$ cat config.mk
export PLATFORM = sky130hd
export DESIGN_NAME = strap_init_loader
export DESIGN_NICKNAME = d
export VERILOG_FILES = /design/src/rtl/loader_pkg.sv /design/src/rtl/rec_buffer.sv /design/src/rtl/strap_init_loader.sv
export SDC_FILE = /design/constraint.sdc
export NUM_CORES = 1
export LEC_CHECK = 0
export ABC_AREA = 1
export BUFFER_PORTS_ARGS = -buffer_cell sky130_fd_sc_hd__buf_2
export CELL_PAD_IN_SITES_DETAIL_PLACEMENT = 1
export CELL_PAD_IN_SITES_GLOBAL_PLACEMENT = 2
export CORE_ASPECT_RATIO = 1.25
export CORE_MARGIN = 2
export CORE_UTILIZATION = 34
export CTS_CLUSTER_DIAMETER = 40
export DETAILED_ROUTE_END_ITERATION = 10
export PLACE_DENSITY_LB_ADDON = 0.1
export SKIP_LAST_GASP = 1
export SYNTH_ARGS = -nofsm -noshare
export SYNTH_HDL_FRONTEND = slang
export SYNTH_HIERARCHICAL = 1
export SYNTH_SLANG_ARGS = --single-unit
$ cat constraint.sdc
create_clock -name clk -period 5.3 [get_ports clk]
set_clock_uncertainty 0.15 [all_clocks]
set_input_delay 0.795 -clock clk [delete_from_list [all_inputs] [get_ports clk]]
set_output_delay 0.795 -clock clk [all_outputs]
set_load 0.02 [all_outputs]
$ cat src/rtl/loader_pkg.sv
//////////////////////////////////////////////////////////////////////////////
// Purpose: Shared constants and types of the strap and serial init loader
// Assumes: 25 MHz core clock; ROM link at standard rate
// Notes:   Strap bit positions follow the local address/data bus
//////////////////////////////////////////////////////////////////////////////
package loader_pkg;
	localparam int CLK_PERIOD_NS = 40;
	localparam int I2C_QTR_NS    = 2500;
	// Least quarter-bit time, rounded up to whole cycles
	localparam int QTR_CYC       = (I2C_QTR_NS + CLK_PERIOD_NS - 1) / CLK_PERIOD_NS;

	localparam logic [1:0]  CAP_WAIT          = 2'h2;
	localparam logic [31:0] LAST_ITEM_DEFAULT = 32'hffff_ffff;
	localparam logic [31:0] ROM_MODE_KEEP     = 32'hf000_001e;
	localparam logic [31:0] STRAP_DEFAULTS    = 32'h0181_8d2c;
	localparam logic [4:0]  ROM_ADDR_BASE     = 5'h14;
	localparam logic [31:0] GPP_INIT_MASK     = 32'h0400_0000;
	localparam logic [1:0]  BOOTW_32          = 2'h2;
	localparam logic [3:0]  ACK_BIT           = 4'h8;
	localparam logic [2:0]  LAST_BYTE         = 3'h7;

	localparam int B_ROM_EN   = 0;
	localparam int B_OFF_W    = 1;
	localparam int B_DEV_LO   = 2;
	localparam int B_ENDIAN   = 4;
	localparam int B_SYNC     = 5;
	localparam int B_BUSMODE  = 6;
	localparam int B_ARB      = 8;
	localparam int B_MULTI    = 9;
	localparam int B_ID_LO    = 10;
	localparam int B_UMA      = 12;
	localparam int B_UMA_TYPE = 13;
	localparam int B_BOOTW_LO = 14;
	localparam int B_RETRY    = 16;
	localparam int B_FBCLK    = 23;
	localparam int B_BASE     = 24;
	localparam int B_PLL_TUNE = 28;
	localparam int B_PLL_DIV  = 29;
	localparam int B_PLL_BYP  = 30;
	localparam int B_VOLT     = 31;

	typedef struct packed {
		logic       rom_load_en;
		logic       wide_offset;
		logic [6:0] rom_dev_addr;
		logic       big_endian;
		logic       cpu_if_sync;
		logic       bus_extended;
		logic       arbiter_en;
		logic       multi_ctrl_en;
		logic [1:0] addr_id;
		logic       unified_memory_mode;
		logic       uma_slave;
		logic       boot_cs_width32;
		logic       pci_retry_en;
		logic       sdram_fb_clock_sel;
		logic       regs_at_default_base;
		logic       pll_tune_opt;
		logic       pll_div_opt;
		logic       pll_bypass;
		logic       cpu_if_volt_alt;
	} strap_modes_t;

	typedef struct packed {
		logic [31:0] addr;
		logic [31:0] data;
	} wr_rec_t;

	typedef enum {ST_CAPTURE, ST_START, ST_TX, ST_RX, ST_PUSH, ST_STOP, ST_DONE} state_t;
	typedef enum {SQ_ADDR_W, SQ_OFF_HI, SQ_OFF_LO, SQ_ADDR_R, SQ_READ} seq_t;
endpackage : loader_pkg

$ cat src/rtl/rec_buffer.sv
//////////////////////////////////////////////////////////////////////////////
// Purpose: Small valid/ready buffer for decoded write records
// Assumes: DEPTH is a power of two
// Notes:   Full and empty are exact; no bypass path
//////////////////////////////////////////////////////////////////////////////
`timescale 1ns/1ns
module rec_buffer #(
	parameter int W     = 64,
	parameter int DEPTH = 2
) (
	input  wire logic         clk,
	input  wire logic         nrst,
	input  wire logic         in_valid,
	output logic              in_ready,
	input  wire logic [W-1:0] in_data,
	output logic              out_valid,
	input  wire logic         out_ready,
	output logic      [W-1:0] out_data
);
	localparam int AW = (DEPTH > 1) ? $clog2(DEPTH) : 1;

	logic [W-1:0] mem [DEPTH];
	logic [AW-1:0] wp_reg;
	logic [AW-1:0] rp_reg;
	logic [AW:0]   cnt_reg;

	wire push = in_valid && in_ready;
	wire pop  = out_valid && out_ready;

	assign in_ready  = cnt_reg != (AW + 1)'(DEPTH);
	assign out_valid = cnt_reg != '0;
	assign out_data  = mem[rp_reg];

	always_ff @(posedge clk) begin
		if (push) begin
			mem[wp_reg] <= in_data;
		end
	end

	always_ff @(posedge clk or negedge nrst) begin
		if (!nrst) begin
			wp_reg  <= '0;
			rp_reg  <= '0;
			cnt_reg <= '0;
		end else begin
			if (push) begin
				wp_reg <= wp_reg + 1'b1;
			end
			if (pop) begin
				rp_reg <= rp_reg + 1'b1;
			end
			cnt_reg <= cnt_reg + (AW + 1)'(push) - (AW + 1)'(pop);
		end
	end
endmodule : rec_buffer

$ cat src/rtl/strap_init_loader.sv
//////////////////////////////////////////////////////////////////////////////
// Purpose: Captures power-up straps and runs the optional serial ROM init
// Assumes: Straps stable at reset release; ROM answers as a plain 2-wire slave
// Notes:   Processor reset is held until every record has left the buffer
//////////////////////////////////////////////////////////////////////////////
// Function
// - Jumper picks strap-only start or straps plus serial ROM loading
// - Strap-only mode latches the whole bus at reset release
// - Each 8-byte record writes its 32-bit data to its 32-bit address
// - Loading stops when the data item equals the last-item pattern
// - Processor stays in reset until ROM loading has finished
// - ROM mode still samples offset width, ROM address, endian, PLL, voltage
// - Strap bit 0 low skips ROM loading, high performs it
// - Bit 1 low gives one offset byte; bits 3:2 complete ROM address
// - Bits 5, 8, 16 set sync interface, arbiter, PCI retry
// - Bits 15:14 at 10 give a 32-bit boot chip-select device
// - Bit 24 high puts register space at its default base
// - Decode multi-controller, address id, unified memory, feedback clock
// - All general-purpose pins but pin 26 come up as inputs
// - General-purpose pin 26 drives the init-in-progress flag
`timescale 1ns/1ns
module strap_init_loader #(
	parameter logic [31:0] LAST_ITEM = loader_pkg::LAST_ITEM_DEFAULT
) (
	input  wire logic                     clk,
	input  wire logic                     nrst,
	input  wire logic [31:0]              ad_in,
	input  wire logic                     scl_in,
	output logic                          scl_out,
	output logic                          scl_oe,
	input  wire logic                     sda_in,
	output logic                          sda_out,
	output logic                          sda_oe,
	output loader_pkg::wr_rec_t           wr_rec,
	output logic                          wr_valid,
	input  wire logic                     wr_ready,
	output loader_pkg::strap_modes_t      modes,
	output logic                          modes_valid,
	output logic                          nack_error,
	output logic                          init_in_progress_out,
	output logic                          cpu_reset_n_out,
	output logic [31:0]                   general_purpose_port_out,
	output logic [31:0]                   general_purpose_port_oe
);
	import loader_pkg::*;

	localparam int DIV_W = $clog2(QTR_CYC);

	////////////////////////////////////////////////////////////////////////
	// Pin synchronisers
	logic [31:0] ad_m_reg;
	logic [31:0] ad_s_reg;
	logic        scl_m_reg;
	logic        scl_s_reg;
	logic        sda_m_reg;
	logic        sda_s_reg;

	always_ff @(posedge clk or negedge nrst) begin
		if (!nrst) begin
			ad_m_reg  <= '0;
			ad_s_reg  <= '0;
			scl_m_reg <= 1'b1;
			scl_s_reg <= 1'b1;
			sda_m_reg <= 1'b1;
			sda_s_reg <= 1'b1;
		end else begin
			ad_m_reg  <= ad_in;
			ad_s_reg  <= ad_m_reg;
			scl_m_reg <= scl_in;
			scl_s_reg <= scl_m_reg;
			sda_m_reg <= sda_in;
			sda_s_reg <= sda_m_reg;
		end
	end

	////////////////////////////////////////////////////////////////////////
	// Strap decode
	state_t       state_reg;
	seq_t         seq_reg;
	logic [1:0]   cap_cnt_reg;
	strap_modes_t modes_reg;
	strap_modes_t modes_next;
	logic [31:0]  cap_word;

	wire cap_go = state_reg == ST_CAPTURE && cap_cnt_reg == CAP_WAIT;
	// Unsampled straps take their STRAP_DEFAULTS values in ROM mode
	assign cap_word = ad_s_reg[B_ROM_EN] ?
		((ad_s_reg & ROM_MODE_KEEP) | (STRAP_DEFAULTS & ~ROM_MODE_KEEP) |
		(32'h0000_0001 << B_ROM_EN)) : ad_s_reg;

	assign modes_next.rom_load_en  = cap_word[B_ROM_EN];
	assign modes_next.wide_offset  = cap_word[B_OFF_W];
	assign modes_next.rom_dev_addr = {ROM_ADDR_BASE, cap_word[B_DEV_LO+1:B_DEV_LO]};
	assign modes_next.big_endian   = cap_word[B_ENDIAN];
	assign modes_next.cpu_if_sync  = cap_word[B_SYNC];
	assign modes_next.bus_extended = cap_word[B_BUSMODE];
	assign modes_next.arbiter_en   = cap_word[B_ARB];
	assign modes_next.multi_ctrl_en = cap_word[B_MULTI];
	assign modes_next.addr_id      = cap_word[B_ID_LO+1:B_ID_LO];
	assign modes_next.unified_memory_mode = cap_word[B_UMA];
	assign modes_next.uma_slave    = cap_word[B_UMA_TYPE];
	assign modes_next.boot_cs_width32 =
		cap_word[B_BOOTW_LO+1:B_BOOTW_LO] == BOOTW_32;
	assign modes_next.pci_retry_en = cap_word[B_RETRY];
	assign modes_next.sdram_fb_clock_sel = cap_word[B_FBCLK];
	assign modes_next.regs_at_default_base = cap_word[B_BASE];
	assign modes_next.pll_tune_opt = cap_word[B_PLL_TUNE];
	assign modes_next.pll_div_opt  = cap_word[B_PLL_DIV];
	assign modes_next.pll_bypass   = cap_word[B_PLL_BYP];
	assign modes_next.cpu_if_volt_alt = cap_word[B_VOLT];

	always_ff @(posedge clk or negedge nrst) begin
		if (!nrst) begin
			cap_cnt_reg <= '0;
			modes_reg   <= '0;
			modes_valid <= 1'b0;
		end else if (state_reg == ST_CAPTURE) begin
			cap_cnt_reg <= cap_cnt_reg + 1'b1;
			if (cap_go) begin
				modes_reg   <= modes_next;
				modes_valid <= 1'b1;
			end
		end
	end
	assign modes = modes_reg;

	////////////////////////////////////////////////////////////////////////
	// Bit timing
	logic [DIV_W-1:0] div_reg;
	logic [1:0]       ph_reg;
	logic [3:0]       bit_reg;
	logic [2:0]       byte_reg;
	logic [7:0]       shift_reg;
	logic [63:0]      rec_reg;
	logic             nak_reg;

	wire tick    = div_reg == DIV_W'(QTR_CYC - 1);
	// Hold the phase while a slave stretches the clock low
	wire adv     = tick && !(ph_reg == 2'h1 && !scl_s_reg);
	wire bit_end = adv && ph_reg == 2'h3;
	wire at_ack  = bit_reg == ACK_BIT;
	wire match   = byte_reg == LAST_BYTE && rec_reg[31:0] == LAST_ITEM;
	wire in_bits = state_reg == ST_START || state_reg == ST_TX || state_reg == ST_RX;
	wire scl_low_w = (in_bits && (ph_reg == 2'h0 || ph_reg == 2'h3)) ||
		(state_reg == ST_STOP && ph_reg == 2'h0) || state_reg == ST_PUSH;
	wire sda_low_w = (state_reg == ST_START && ph_reg[1]) ||
		(state_reg == ST_TX && !at_ack && !shift_reg[7]) ||
		(state_reg == ST_RX && at_ack && !match) ||
		(state_reg == ST_STOP && !ph_reg[1]);

	always_ff @(posedge clk or negedge nrst) begin
		if (!nrst) begin
			div_reg <= '0;
		end else begin
			div_reg <= tick ? '0 : div_reg + 1'b1;
		end
	end

	////////////////////////////////////////////////////////////////////////
	// Sequencer
	logic push_rdy;

	always_ff @(posedge clk or negedge nrst) begin
		if (!nrst) begin
			state_reg  <= ST_CAPTURE;
			seq_reg    <= SQ_ADDR_W;
			nack_error <= 1'b0;
		end else begin
			unique case (state_reg)
				ST_CAPTURE: begin
					if (cap_go) begin
						state_reg <= cap_word[B_ROM_EN] ? ST_START : ST_DONE;
					end
				end
				ST_START: begin
					if (bit_end) begin
						state_reg <= ST_TX;
					end
				end
				ST_TX: begin
					if (bit_end && at_ack) begin
						if (nak_reg) begin
							state_reg  <= ST_STOP;
							nack_error <= 1'b1;
						end else begin
							unique case (seq_reg)
								SQ_ADDR_W: seq_reg <= modes_reg.wide_offset ?
									SQ_OFF_HI : SQ_OFF_LO;
								SQ_OFF_HI: seq_reg <= SQ_OFF_LO;
								SQ_OFF_LO: begin
									seq_reg   <= SQ_ADDR_R;
									state_reg <= ST_START;
								end
								SQ_ADDR_R: begin
									seq_reg   <= SQ_READ;
									state_reg <= ST_RX;
								end
								SQ_READ: state_reg <= ST_RX;
							endcase
						end
					end
				end
				ST_RX: begin
					if (bit_end && at_ack && byte_reg == LAST_BYTE) begin
						state_reg <= match ? ST_STOP : ST_PUSH;
					end
				end
				ST_PUSH: begin
					if (push_rdy) begin
						state_reg <= ST_RX;
					end
				end
				ST_STOP: begin
					if (bit_end) begin
						state_reg <= ST_DONE;
					end
				end
				ST_DONE: begin
					state_reg <= ST_DONE;
				end
			endcase
		end
	end

	always_ff @(posedge clk or negedge nrst) begin
		if (!nrst) begin
			ph_reg   <= '0;
			bit_reg  <= '0;
			byte_reg <= '0;
		end else if (state_reg == ST_PUSH || bit_end && state_reg == ST_START) begin
			ph_reg   <= '0;
			bit_reg  <= '0;
			byte_reg <= '0;
		end else if (adv && (in_bits || state_reg == ST_STOP)) begin
			ph_reg <= ph_reg + 1'b1;
			if (bit_end) begin
				bit_reg  <= at_ack ? '0 : bit_reg + 1'b1;
				byte_reg <= (state_reg == ST_RX && at_ack) ? byte_reg + 1'b1 : byte_reg;
			end
		end
	end

	always_ff @(posedge clk or negedge nrst) begin
		if (!nrst) begin
			shift_reg <= '0;
			rec_reg   <= '0;
			nak_reg   <= 1'b0;
		end else if (state_reg == ST_START) begin
			shift_reg <= {modes_reg.rom_dev_addr, seq_reg == SQ_ADDR_R};
		end else if (state_reg == ST_TX && bit_end) begin
			// Offsets shift in zeros: reading starts at byte zero
			shift_reg <= at_ack ? 8'h00 : {shift_reg[6:0], 1'b0};
		end else if (adv && ph_reg == 2'h2) begin
			if (state_reg == ST_TX && at_ack) begin
				nak_reg <= sda_s_reg;
			end
			if (state_reg == ST_RX && !at_ack) begin
				rec_reg <= {rec_reg[62:0], sda_s_reg};
			end
		end
	end

	////////////////////////////////////////////////////////////////////////
	// Record buffer and outputs
	wr_rec_t buf_out;
	wire     push_vld = state_reg == ST_PUSH;

	rec_buffer #(.W($bits(wr_rec_t)), .DEPTH(2)) u_buf (
		.clk       (clk),
		.nrst      (nrst),
		.in_valid  (push_vld),
		.in_ready  (push_rdy),
		.in_data   (rec_reg),
		.out_valid (wr_valid),
		.out_ready (wr_ready),
		.out_data  (buf_out)
	);
	assign wr_rec = buf_out;

	logic scl_oe_reg;
	logic sda_oe_reg;
	logic init_reg;
	logic cpu_rel_reg;

	always_ff @(posedge clk or negedge nrst) begin
		if (!nrst) begin
			scl_oe_reg  <= 1'b0;
			sda_oe_reg  <= 1'b0;
			init_reg    <= 1'b0;
			cpu_rel_reg <= 1'b0;
		end else begin
			scl_oe_reg  <= scl_low_w;
			sda_oe_reg  <= sda_low_w;
			// Queued writes still count as init work
			init_reg    <= state_reg != ST_CAPTURE &&
				!(state_reg == ST_DONE && !wr_valid);
			cpu_rel_reg <= state_reg == ST_DONE && !wr_valid;
		end
	end

	assign scl_oe  = scl_oe_reg;
	assign sda_oe  = sda_oe_reg;
	assign scl_out = 1'b0;
	assign sda_out = 1'b0;
	assign init_in_progress_out     = init_reg;
	assign cpu_reset_n_out          = cpu_rel_reg;
	assign general_purpose_port_out = init_reg ? GPP_INIT_MASK : '0;
	assign general_purpose_port_oe  = GPP_INIT_MASK;
endmodule : strap_init_loader

==> impl_table.tex, run 1 <==
\begin{tabular}{lr}
\hline
Metric & Value \\
\hline
\multicolumn{2}{l}{\textbf{GRT}} \\
\quad Largest net degree at the start of global routing & 112 \\
\quad Antenna violations before repair & 0 \\
\quad Number of global-route vias before repair & 7501 \\
\quad Remaining Overflow, GRT & 0 \\
\quad GRT Total Usage & 13.1\% \\
\quad Global-route wire length before repair & 38500 um \\
\multicolumn{2}{l}{\textbf{Floorplan}} \\
\quad Height of the die & 214 um \\
\quad Standard cell core area & 0.0352 sq mm \\
\quad Die area & 0.0369 sq mm \\
\quad I/O pin count & 200 \\
\quad Initial core utilization & 34.2\% \\
\quad Die boundary width & 172 um \\
\quad Number of core rows & 77 \\
\multicolumn{2}{l}{\textbf{Clocking}} \\
\quad Number of H-tree levels & 2 \\
\quad Clock tree from TritonCTS & done \\
\quad Buffer count from post-CTS setup fixing & 0 \\
\quad Post-CTS sizing & 0 \\
\quad Hold\_buf cts & 0 \\
\quad Clock-pin slew reported for the worst setup and hold paths after clock tree synthesis & 0.05 ns \\
\quad Root cell of the clock tree & sky130\_fd\_sc\_hd\_\_clkbuf\_16 \\
\quad Num CTS Buffers & 38 \\
\quad Sink Count & 303 \\
\quad Latest clock arrival within the worst-skew pair & 0.53 ns \\
\quad Max clock buf depth & 3 \\
\multicolumn{2}{l}{\textbf{Place}} \\
\quad RD Place Congestion & 0.710 \\
\quad Final HPWL DP & 14800 um \\
\quad Number of cells after detailed placement & 1638 \\
\quad Setup slack after placement & 2.41 ns \\
\quad Count of port buffers added during placement & 121 \\
\multicolumn{2}{l}{\textbf{Critical path}} \\
\quad Worst Setup Path Type & register to output port \\
\quad Slowest-stage cell, CP & sky130\_fd\_sc\_hd\_\_inv\_2 \\
\quad Critical Path Start Type & register \\
\quad Arrival time at the worst endpoint & 2.26 ns \\
\quad Crit-path max cell delay & 0.57 ns \\
\quad Largest fanout on the critical path & 39 \\
\quad Crit-path most repeated cell & sky130\_fd\_sc\_hd\_\_nand2\_1 \\
\quad Worst-path cell chain & inv\_2 > buf\_4 > nand2\_1 > nand2\_1 > buf\_2 \\
\quad Worst setup EP type & output port \\
\quad Data required time at the worst endpoint & 4.36 ns \\
\multicolumn{2}{l}{\textbf{Pwr}} \\
\quad Post-layout total power & 7.41 mW \\
\quad Cell Pwr Density & 522 mW/mm\^{}2 \\
\quad Maximum resistive drop on vdd & 0.000390 V \\
\quad Leakage dissipation & 6.47 nW \\
\multicolumn{2}{l}{\textbf{Cells and area}} \\
\quad Multi-input combinational cell area & 0.00296 sq mm \\
\quad Fill cell instance count of the final layout & 3857 \\
\quad Layout overhead on the synthesized area & 18.0\% \\
\quad Final Net Count & 1253 \\
\quad Non-filler instance count after layout & 1707 \\
\quad Fraction of layout cells with a size suffix above 1 & 19.2\% \\
\quad Antenna diodes & 0 \\
\quad Sequential Area & 0.00823 sq mm \\
\quad Max FFs per register & 128 \\
\multicolumn{2}{l}{\textbf{Status}} \\
\quad Status & complete, no violations \\
\multicolumn{2}{l}{\textbf{Detailed routing}} \\
\quad Number of detailed-routing iterations run before antenna repair & 4 \\
\quad Highest layer used for signal routing & met4 \\
\quad Routed WL & 23300 um \\
\quad DR DRC count & 0 \\
\quad Met1 layer wirelength in the final routing & 9980 um \\
\quad Detailed-routed wire length on met3 & 1280 um \\
\quad Via count & 7285 \\
\quad Met2 layer wire length in the routed design & 11600 um \\
\quad Antenna-violating nets left & 0 \\
\quad Number of design-rule violations left by the first detailed-router iteration & 223 \\
\quad Average via count per standard cell & 4.27 \\
\quad Wire length per cell & 13.6 um \\
\multicolumn{2}{l}{\textbf{Synthesis}} \\
\quad Most common cell in the synthesized netlist & sky130\_fd\_sc\_hd\_\_nand2\_1 \\
\quad Flops \& latches, synth & 303 \\
\quad Share of the synthesized area in the top cell type & 35.5\% \\
\quad Cell area after synthesis & 0.0120 sq mm \\
\quad Portion of the post-synthesis area used by sequential elements & 68.3\% \\
\quad Mapped Cells & 1070 \\
\quad Number of enable flip-flop cells after synthesis & 128 \\
\quad Share of flip-flops with an asynchronous set or reset after synthesis & 57.8\% \\
\quad Leading cell types by count after synthesis & 326 x sky130\_fd\_sc\_hd\_\_nand2\_1, 171 x sky130\_fd\_sc\_hd\_\_dfrtp\_1, 128 x sky130\_fd\_sc\_hd\_\_edfxtp\_1 \\
\quad Yosys warning count & 6 \\
\quad Yosys cell types & 39 \\
\quad Main synth FF type & sky130\_fd\_sc\_hd\_\_dfrtp\_1 \\
\quad Most area-hungry cell type in the Yosys netlist & sky130\_fd\_sc\_hd\_\_dfrtp\_1 \\
\quad Top post-synthesis cells by area & sky130\_fd\_sc\_hd\_\_dfrtp\_1 36\%, sky130\_fd\_sc\_hd\_\_edfxtp\_1 32\%, sky130\_fd\_sc\_hd\_\_nand2\_1 10\% \\
\quad Avg Inst Size Synth & 11.3 sq um \\
\multicolumn{2}{l}{\textbf{Timing}} \\
\quad Final critical-path required period & 3.21 ns \\
\quad Minimum hold slack & 0.195 ns \\
\quad Unrepaired setup endpoints after global routing & no \\
\quad Highest achievable clock rate & 0.312 GHz \\
\quad Fin. max-slew vios & 0 \\
\quad Final number of setup-violating endpoints & 0 \\
\quad Final hold vios & 0 \\
\quad Worst Slack Setup Final & 2.09 ns \\
\quad Max-Slew Margin vs Limit & 37.9\% \\
\quad Final setup TNS & 0 ns \\
\quad Post-route fraction of the period consumed by the critical path & 60.5\% \\
\quad Worst-margin pin slew & 0.932 ns \\
\multicolumn{2}{l}{\textbf{Worst hold path}} \\
\quad Min-Delay Path Class & register to register \\
\multicolumn{2}{l}{\textbf{Job}} \\
\quad MaxCap Viol Count & 0 \\
\hline
\end{tabular}
[placed cells by master (no fill, tap or decap), drive strengths merged, types with 3 or more instances in the layout]
cell and instances:
a21oi 42, a22o 4, buf 129, bufinv 8, clkbuf 48, clkinv 7, clkinvlp 3, conb 68
dfrtp 171, dfstp 4, edfxtp 128, ha 12, inv 89, nand2 334, nand3 23, nand4 6
nor2 72, nor3 4, o211ai 5, o21ai 55, o22a 7, xor2 3
[logic make-up (layout without fill, tap and decap cells)]
kind of cell	Yosys count	count (layout)	share of synthesized area, %
other	2	68	0.0624
AO/OA/AOI/OAI	120	120	5.88
flip-flops	303	303	68.3
adder cells (fa/ha/maj)	12	12	1.25
AND/OR/NAND/NOR	442	442	14.9
XOR/XNOR	4	4	0.291
buffers and inverters	187	284	9.29
[final timing paths]
kind | startpoint | to | slack (ns) | cells after the start
worst max register to register | div_reg[0] | rec_reg[8] | 2.47 | 10
worst max-delay path | u_buf/rp_reg | wr_rec[32] | 2.09 | 5
min in group asynchronous | nrst | ad_m_reg[29] | 0.24 | 1
worst min-delay path | ad_m_reg[0] | ad_s_reg[0] | 0.19 | 0
max in group asynchronous | nrst | scl_s_reg | 3.62 | 2
worst min register to register | ad_m_reg[0] | ad_s_reg[0] | 0.19 | 0
[area by class of cell]
type,instances,share of cell area (%)
repair buffers,130,4.80
multi-input cells,646,20.9
inverters,85,2.25
clock inverters,22,2.53
clock buffers,47,7.44
flip-flops and latches,303,57.9
well taps,474,4.18
[critical path, delay by kind of cell (launching register included)]
| kind | cells | cell delay (ns) |
|---|---|---|
| buffers and inverters | 3 | 1.16 |
| and+or+nand+nor | 2 | 0.17 |
| DFF | 1 | 0.40 |
[layer usage]
| layer | up-vias | GRT usage (%) |
|---|---|---|
| met3 | 37 | 3.23 |
| met4 | 0 | 4.01 |
| li1 | 3596 | - |
| met1 | 3485 | 16.0 |
| met2 | 167 | 22.6 |
| met5 | - | 0 |
[report_power, final]
group          internal (mW)  switching, mW  total, mW
registers               2.68          0.114       2.80
clock network           1.82          0.993       2.82
logic                  0.516           1.28       1.79
total                   5.02           2.38       7.41
[per-stage QoR]
step,area (sq um),util (%)
final,14200,40.4
after global routing,14200,40.4
after CTS,14200,40.4
after detailed placement,12800,36.4
after global placement,12800,36.4
after floorplan,12300,-
Note: power is estimated with default switching activity, not from simulation.
==> run 2, diff against run 1 <==
--- a/config.mk
+++ b/config.mk
@@ -11,7 +11,7 @@
 export CELL_PAD_IN_SITES_GLOBAL_PLACEMENT = 2
 export CORE_ASPECT_RATIO = 1.25
 export CORE_MARGIN = 2
-export CORE_UTILIZATION = 34
+export CORE_UTILIZATION = 33
 export CTS_CLUSTER_DIAMETER = 40
 export DETAILED_ROUTE_END_ITERATION = 10
 export PLACE_DENSITY_LB_ADDON = 0.1
==> constraint.sdc (replaced) <==
create_clock -name clk -period 2.8 [get_ports clk]
set_clock_uncertainty 0.15 [all_clocks]
set_input_delay 0.42 -clock clk [delete_from_list [all_inputs] [get_ports clk]]
set_output_delay 0.42 -clock clk [all_outputs]
set_load 0.02 [all_outputs]
==> run 2 against run 1 <==
Hold slack got worse by 0.069 ns. Combinational power increased by 98%. Sequential cell count unchanged. Wire length increased by 4.1%.
==> impl_table.tex, run 2 (synthesis results as in run 1) <==
\begin{tabular}{lr}
\hline
Metric & Value \\
\hline
\multicolumn{2}{l}{\textbf{Timing}} \\
\quad Final setup TNS & 0 ns (unchanged) \\
\quad Max-Slew Margin vs Limit & 49.8\% (was 37.9\%) \\
\quad Minimum hold slack & 0.126 ns (was 0.195 ns) \\
\quad Worst Slack Setup Final & 0.261 ns (was 2.09 ns) \\
\quad Unrepaired setup endpoints after global routing & no (unchanged) \\
\quad Final number of setup-violating endpoints & 0 (unchanged) \\
\quad Worst-margin pin slew & 0.754 ns (was 0.932 ns) \\
\quad Final critical-path required period & 2.54 ns \\
\quad Final hold vios & 0 (unchanged) \\
\quad Fin. max-slew vios & 0 (unchanged) \\
\quad Highest achievable clock rate & 0.394 GHz \\
\quad Post-route fraction of the period consumed by the critical path & 90.7\% \\
\multicolumn{2}{l}{\textbf{Job}} \\
\quad MaxCap Viol Count & 0 (unchanged) \\
\multicolumn{2}{l}{\textbf{Critical path}} \\
\quad Crit-path max cell delay & 0.60 ns (was 0.57 ns) \\
\quad Crit-path most repeated cell & sky130\_fd\_sc\_hd\_\_nand2\_1 (unchanged) \\
\quad Worst setup EP type & output port (unchanged) \\
\quad Worst r2r dst & byte\_reg[1] (was rec\_reg[8]) \\
\quad Critical Path Start Type & register (unchanged) \\
\quad Worst-path cell chain & buf\_4 > nand2\_1 > nand2\_1 > buf\_2 (was inv\_2 > buf\_4 > nand2\_1 > nand2\_1 > buf\_2) \\
\quad Reg2reg setup slack & 0.69 ns (was 2.47 ns) \\
\quad Worst Setup Path Type & register to output port (unchanged) \\
\quad Depth of the most critical reg-to-reg path & 9 (was 10) \\
\quad Arrival time at the worst endpoint & 1.97 ns (was 2.26 ns) \\
\quad Slowest-stage cell, CP & sky130\_fd\_sc\_hd\_\_buf\_4 (was sky130\_fd\_sc\_hd\_\_inv\_2) \\
\quad Largest fanout on the critical path & 64 (was 39) \\
\quad Data required time at the worst endpoint & 2.23 ns (was 4.36 ns) \\
\quad Launch point of the worst reg-to-reg path & bit\_reg[0] (was div\_reg[0]) \\
\multicolumn{2}{l}{\textbf{Floorplan}} \\
\quad Die area & 0.0380 sq mm (was 0.0369 sq mm) \\
\quad Number of core rows & 78 (was 77) \\
\quad Height of the die & 218 um (was 214 um) \\
\quad Initial core utilization & 33.3\% (was 34.2\%) \\
\quad Standard cell core area & 0.0361 sq mm (was 0.0352 sq mm) \\
\quad I/O pin count & 200 (unchanged) \\
\quad Die boundary width & 175 um (was 172 um) \\
\multicolumn{2}{l}{\textbf{Detailed routing}} \\
\quad Antenna-violating nets left & 0 (unchanged) \\
\quad Number of detailed-routing iterations run before antenna repair & 4 (unchanged) \\
\quad Routed WL & 24200 um (was 23300 um) \\
\quad Wire length per cell & 13.8 um (was 13.6 um) \\
\quad Number of design-rule violations left by the first detailed-router iteration & 354 (was 223) \\
\quad Average via count per standard cell & 4.30 (was 4.27) \\
\quad DR DRC count & 0 (unchanged) \\
\quad Via count & 7536 (was 7285) \\
\multicolumn{2}{l}{\textbf{Worst hold path}} \\
\quad Number of cells traversed by the worst hold path & 5 (was 0) \\
\quad Launch point of the worst hold path & wr\_ready (was ad\_m\_reg[0]) \\
\quad Worst min-delay path endpoint & u\_buf/cnt\_reg[1] (was ad\_s\_reg[0]) \\
\quad Min-Delay Path Class & input pin to register (was register to register) \\
\multicolumn{2}{l}{\textbf{Place}} \\
\quad Setup slack after placement & 0.697 ns (was 2.41 ns) \\
\quad Count of port buffers added during placement & 121 (unchanged) \\
\quad RD Place Congestion & 0.720 (was 0.710) \\
\quad Final HPWL DP & 15500 um (was 14800 um) \\
\multicolumn{2}{l}{\textbf{Clocking}} \\
\quad Num CTS Buffers & 42 (was 38) \\
\quad Clock-pin slew reported for the worst setup and hold paths after clock tree synthesis & 0.06 ns (was 0.05 ns) \\
\quad Hold\_buf cts & 25 (was 0) \\
\quad Root cell of the clock tree & sky130\_fd\_sc\_hd\_\_clkbuf\_16 (unchanged) \\
\quad Sink Count & 303 (unchanged) \\
\quad Post-CTS sizing & 0 (unchanged) \\
\quad Buffer count from post-CTS setup fixing & 0 (unchanged) \\
\quad Latest clock arrival within the worst-skew pair & 0.53 ns (about the same) \\
\quad Clock tree from TritonCTS & done (unchanged) \\
\quad Max clock buf depth & 3 (unchanged) \\
\quad Number of H-tree levels & 2 (unchanged) \\
\multicolumn{2}{l}{\textbf{Cells and area}} \\
\quad Layout overhead on the synthesized area & 21.1\% (was 18.0\%) \\
\quad Fraction of layout cells with a size suffix above 1 & 19.5\% (was 19.2\%) \\
\quad Final Net Count & 1287 (was 1253) \\
\quad Antenna diodes & 0 (unchanged) \\
\quad Max FFs per register & 128 (unchanged) \\
\quad Leading cell type in the layout, fill and taps excluded & sky130\_fd\_sc\_hd\_\_nand2\_1 (unchanged) \\
\quad Most frequent cells in the layout & 326 x sky130\_fd\_sc\_hd\_\_nand2\_1, 170 x sky130\_fd\_sc\_hd\_\_dfrtp\_1, 128 x sky130\_fd\_sc\_hd\_\_edfxtp\_1 (unchanged) \\
\multicolumn{2}{l}{\textbf{GRT}} \\
\quad Antenna violations before repair & 0 (unchanged) \\
\quad Largest net degree at the start of global routing & 70 (was 112) \\
\quad Number of global-route vias before repair & 7722 (was 7501) \\
\quad Remaining Overflow, GRT & 0 (unchanged) \\
\quad Global-route wire length before repair & 40300 um (was 38500 um) \\
\quad GRT Total Usage & 13.1\% (about the same) \\
\multicolumn{2}{l}{\textbf{Pwr}} \\
\quad Leakage dissipation & 6.61 nW (was 6.47 nW) \\
\quad Cell Pwr Density & 961 mW/mm\^{}2 (was 522 mW/mm\^{}2) \\
\quad Maximum resistive drop on vdd & 0.000479 V (was 0.000390 V) \\
\multicolumn{2}{l}{\textbf{Status}} \\
\quad Status & complete, no violations (unchanged) \\
\hline
\end{tabular}
## run 2: cell types whose count changed in the layout (fill, tap and decap cells not counted), sizes merged
cell / before / now
buf: 129 / 134
clkbuf: 48 / 51
bufinv: 8 / 2
inv: 89 / 95
clkinvlp: 3 / 8
dlygate4sd3: 0 / 25
## run 2: final cells by class
class,instances,area (sq um)
flip-flops and latches,303,8230
well taps,480,601
clock buffers,50,1130
multi-input cells,646,2960
clock inverters,27,262
fillers,3977,21500
repair buffers,160,1070
inverters,85,319
## run 2: per-layer routing
metal	part of all wire (%)	global-route usage, %	wire length (um)	vias up
met4	2.5	4.47	596	0
li1	-	-	-	3671
met1	43	16.0	10400	3644
met2	49	22.9	12000	173
met3	5.3	3.05	1300	48
met5	0	0	0	-
## run 2: report_power, final
group / leakage [nW] / switching [mW] / total, mW / internal [mW]
Sequential: 3.39 / 0.215 / 5.29 / 5.07
Combinational: 2.56 / 2.47 / 3.54 / 1.07
Clock: 0.663 / 2.04 / 5.18 / 3.15
Total: 6.61 / 4.72 / 14.0 / 9.29
## run 2: critical path, delay by kind of cell, from the launching register on
family / cells / cell delay (ns)
buffers and inverters: 2 / 0.78
DFF: 1 / 0.36
and+or+nand+nor: 2 / 0.27
## run 2: stage by stage
stage          area, sq um  instances  power (mW)  util, %
2_1_floorplan        12300       1136        7.85        -
3_3_place_gp         12900       1649        8.97     35.8
3_5_place_dp         12900       1649        9.01     35.8
4_1_cts              14600       1751        14.3     40.4
5_1_grt              14600       1751        14.8     40.4
6_report             14600       1751        14.0     40.4
## run 2: worst max-delay path by stage
stage	from	end	slack, ns	depth (start not counted)
final	u_buf/rp_reg	wr_rec[5]	0.26	4
after global routing	u_buf/rp_reg	wr_rec[5]	0.07	4
after CTS	u_buf/rp_reg	wr_rec[5]	0.16	4
after detailed placement	div_reg[0]	shift_reg[0]	0.70	9
after global placement	div_reg[0]	shift_reg[0]	0.70	9
after floorplan	state_reg[1]	u_buf/mem[1][0]	0.25	5
==> run 3, diff against run 2 <==
--- a/config.mk
+++ b/config.mk
@@ -9,7 +9,6 @@
 export BUFFER_PORTS_ARGS = -buffer_cell sky130_fd_sc_hd__buf_2
 export CELL_PAD_IN_SITES_DETAIL_PLACEMENT = 1
 export CELL_PAD_IN_SITES_GLOBAL_PLACEMENT = 2
-export CORE_ASPECT_RATIO = 1.25
 export CORE_MARGIN = 2
 export CORE_UTILIZATION = 33
 export CTS_CLUSTER_DIAMETER = 40
==> run 3 against run 2 <==
Combinational power about the same. Via count decreased by 0.48%. Utilization increased by 0.81 points. Power increased by 3.4%. Critical path depth increased by 1. Critical path type unchanged. Wire length increased by 0.35%. Hold slack got worse by 0.0070 ns. Register-to-register slack got worse by 0.09 ns. Design area increased by 0.96%. Global-route usage about the same. Highest routed layer unchanged. Clock-buffer cell count increased by 5.
==> impl_table.tex, run 3 (synthesis results as in run 1) <==
\begin{tabular}{lr}
\hline
Metric & Value \\
\hline
\multicolumn{2}{l}{\textbf{Floorplan}} \\
\quad Initial core utilization & 33.7\% (was 33.3\%) \\
\quad I/O pin count & 200 (unchanged) \\
\quad Standard cell core area & 0.0357 sq mm (was 0.0361 sq mm) \\
\quad Number of core rows & 69 (was 78) \\
\quad Die boundary width & 195 um (was 175 um) \\
\quad Die area & 0.0380 sq mm (about the same) \\
\quad Height of the die & 195 um (was 218 um) \\
\multicolumn{2}{l}{\textbf{Cells and area}} \\
\quad Final Net Count & 1289 (was 1287) \\
\quad Fraction of layout cells with a size suffix above 1 & 19.7\% (was 19.5\%) \\
\quad Post-route cell area & 0.0147 sq mm (was 0.0146 sq mm) \\
\quad Max FFs per register & 128 (unchanged) \\
\quad Leading cell type in the layout, fill and taps excluded & sky130\_fd\_sc\_hd\_\_nand2\_1 (unchanged) \\
\quad Fill cell instance count of the final layout & 3903 (was 3977) \\
\quad Antenna diodes & 0 (unchanged) \\
\quad Fin util & 41.2\% (was 40.4\%) \\
\quad Non-filler instance count after layout & 1735 (was 1751) \\
\quad Most frequent cells in the layout & 326 x sky130\_fd\_sc\_hd\_\_nand2\_1, 170 x sky130\_fd\_sc\_hd\_\_dfrtp\_1, 128 x sky130\_fd\_sc\_hd\_\_edfxtp\_1 (unchanged) \\
\quad Layout overhead on the synthesized area & 22.2\% (was 21.1\%) \\
\multicolumn{2}{l}{\textbf{Detailed routing}} \\
\quad DR DRC count & 0 (unchanged) \\
\quad Wire length per cell & 14.0 um (was 13.8 um) \\
\quad Number of detailed-routing iterations run before antenna repair & 5 (was 4) \\
\quad Average via count per standard cell & 4.32 (was 4.30) \\
\quad Number of design-rule violations left by the first detailed-router iteration & 251 (was 354) \\
\quad Antenna-violating nets left & 0 (unchanged) \\
\quad Routed WL & 24300 um (was 24200 um) \\
\quad Via count & 7500 (was 7536) \\
\multicolumn{2}{l}{\textbf{Clocking}} \\
\quad Sink Count & 303 (unchanged) \\
\quad Root cell of the clock tree & sky130\_fd\_sc\_hd\_\_clkbuf\_16 (unchanged) \\
\quad Latest clock arrival within the worst-skew pair & 0.53 ns (about the same) \\
\quad Clock-pin slew reported for the worst setup and hold paths after clock tree synthesis & 0.05 ns (was 0.06 ns) \\
\quad Num CTS Buffers & 44 (was 42) \\
\quad Clock tree from TritonCTS & done (unchanged) \\
\quad Number of H-tree levels & 2 (unchanged) \\
\quad Max clock buf depth & 3 (unchanged) \\
\quad Post-CTS sizing & 0 (unchanged) \\
\multicolumn{2}{l}{\textbf{Place}} \\
\quad Setup slack after placement & 0.574 ns (was 0.697 ns) \\
\quad Final HPWL DP & 15200 um (was 15500 um) \\
\quad Area after DPL & 0.0129 sq mm (about the same) \\
\quad RD Place Congestion & 0.771 (was 0.720) \\
\quad Count of port buffers added during placement & 121 (unchanged) \\
\quad Number of cells after detailed placement & 1630 (was 1649) \\
\multicolumn{2}{l}{\textbf{Critical path}} \\
\quad Worst Setup Path Type & register to output port (unchanged) \\
\quad Launch point of the worst reg-to-reg path & div\_reg[0] (was bit\_reg[0]) \\
\quad Data required time at the worst endpoint & 2.23 ns (about the same) \\
\quad Critical Path Start Type & register (unchanged) \\
\quad Arrival time at the worst endpoint & 1.75 ns (was 1.97 ns) \\
\quad Worst setup EP type & output port (unchanged) \\
\quad Launching element of the worst setup path & u\_buf/rp\_reg (unchanged) \\
\quad Largest fanout on the critical path & 64 (unchanged) \\
\multicolumn{2}{l}{\textbf{GRT}} \\
\quad GRT Total Usage & 13.1\% (about the same) \\
\quad Largest net degree at the start of global routing & 66 (was 70) \\
\quad Number of global-route vias before repair & 7708 (was 7722) \\
\quad Global-route wire length before repair & 40400 um (was 40300 um) \\
\quad Remaining Overflow, GRT & 0 (unchanged) \\
\quad Antenna violations before repair & 0 (unchanged) \\
\multicolumn{2}{l}{\textbf{Timing}} \\
\quad Unrepaired setup endpoints after global routing & no (unchanged) \\
\quad Max-Slew Margin vs Limit & 64.6\% (was 49.8\%) \\
\quad Worst-margin pin slew & 0.531 ns (was 0.754 ns) \\
\quad Worst Slack Setup Final & 0.481 ns (was 0.261 ns) \\
\quad Final number of setup-violating endpoints & 0 (unchanged) \\
\quad Fin. max-slew vios & 0 (unchanged) \\
\quad Final critical-path required period & 2.32 ns (was 2.54 ns) \\
\quad Final hold vios & 0 (unchanged) \\
\quad Post-route fraction of the period consumed by the critical path & 82.8\% (was 90.7\%) \\
\quad Final setup TNS & 0 ns (unchanged) \\
\quad Highest achievable clock rate & 0.431 GHz (was 0.394 GHz) \\
\multicolumn{2}{l}{\textbf{Status}} \\
\quad Status & complete, no violations (unchanged) \\
\multicolumn{2}{l}{\textbf{Pwr}} \\
\quad Proportion of power drawn by combinational gates & 24.2\% (was 25.3\%) \\
\quad Cell Pwr Density & 985 mW/mm\^{}2 (was 961 mW/mm\^{}2) \\
\quad Sequential share of power & 36.6\% (was 37.7\%) \\
\quad Cell Int Power & 9.81 mW (was 9.29 mW) \\
\quad Fraction of power consumed by the clock network & 39.2\% (was 37.0\%) \\
\quad Leakage dissipation & 6.70 nW (was 6.61 nW) \\
\quad Maximum resistive drop on vdd & 0.000595 V (was 0.000479 V) \\
\quad Net Sw Power & 4.68 mW (was 4.72 mW) \\
\quad Share of total power consumed by net switching & 32.3\% (was 33.7\%) \\
\multicolumn{2}{l}{\textbf{Worst hold path}} \\
\quad Min-Delay Path Class & input pin to register (unchanged) \\
\quad Launch point of the worst hold path & wr\_ready (unchanged) \\
\multicolumn{2}{l}{\textbf{Job}} \\
\quad MaxCap Viol Count & 0 (unchanged) \\
\hline
\end{tabular}
-- run 3: changes by cell type in the layout (fill, tap and decap cells not counted), sizes merged --
| cell | change |
|---|---|
| clkbuf | +5 |
| clkinv | +3 |
| inv | -5 |
| clkinvlp | -4 |
| bufinv | +4 |
-- run 3: final cells by class --
type                    instances  area (sq um)  area share [%]
inverters                      85           319            2.17
clock buffers                  55          1220            8.31
well taps                     461           577            3.92
flip-flops and latches        303          8230            55.9
clock inverters                25           335            2.28
multi-input cells             646          2960            20.1
repair buffers                160          1070            7.27
-- run 3: per-layer routing --
layer | track usage, % | wire [um]
met5 | 0 | 0
met4 | 4.01 | 571
met3 | 2.90 | 1150
met2 | 22.1 | 11500
met1 | 17.0 | 11100
-- run 3: worst paths after layout --
| check | slack (ns) | cells after the start | endpoint |
|---|---|---|---|
| max in group asynchronous | 1.46 | 3 | sda_s_reg |
| min | 0.12 | 5 | u_buf/cnt_reg[1] |
| min in group asynchronous | 0.29 | 2 | ad_m_reg[15] |
| min reg2reg | 0.19 | 0 | ad_s_reg[14] |
| max | 0.48 | 5 | wr_rec[12] |
| max reg2reg | 0.60 | 10 | rec_reg[16] |
-- run 3: power groups by stage --
stage,clock (mW),sequential [mW],combinational [mW]
2_1_floorplan,0,5.53,2.31
3_3_place_gp,0,5.37,3.57
3_5_place_dp,0,5.38,3.61
4_1_cts,5.86,5.31,3.64
5_1_grt,6.04,5.36,3.94
6_report,5.68,5.30,3.51
-- run 3: what timing repair did --
| action | 4_1_cts | 5_1_grt |
|---|---|---|
| hold buffers | 25 | 0 |
| hold endpoints to repair | 85 | 0 |
| setup buffers | 0 | 0 |
-- run 3: critical path, cell delays in order, from the launching register on --
cell and delay (ns):
sky130_fd_sc_hd__dfrtp_2 0.42, sky130_fd_sc_hd__inv_2 0.09, sky130_fd_sc_hd__buf_12 0.30, sky130_fd_sc_hd__nand2_1 0.09
sky130_fd_sc_hd__nand2_1 0.12, sky130_fd_sc_hd__buf_2 0.18
-- run 3: through the flow --
| stage | power, mW | hold WS [ns] |
|---|---|---|
| floorplan | 7.85 | -0.0256 |
| global placement | 8.94 | 0.182 |
| detailed placement | 8.99 | 0.186 |
| CTS | 14.8 | 0.110 |
| global route | 15.3 | 0.159 |
| finish | 14.5 | 0.119 |
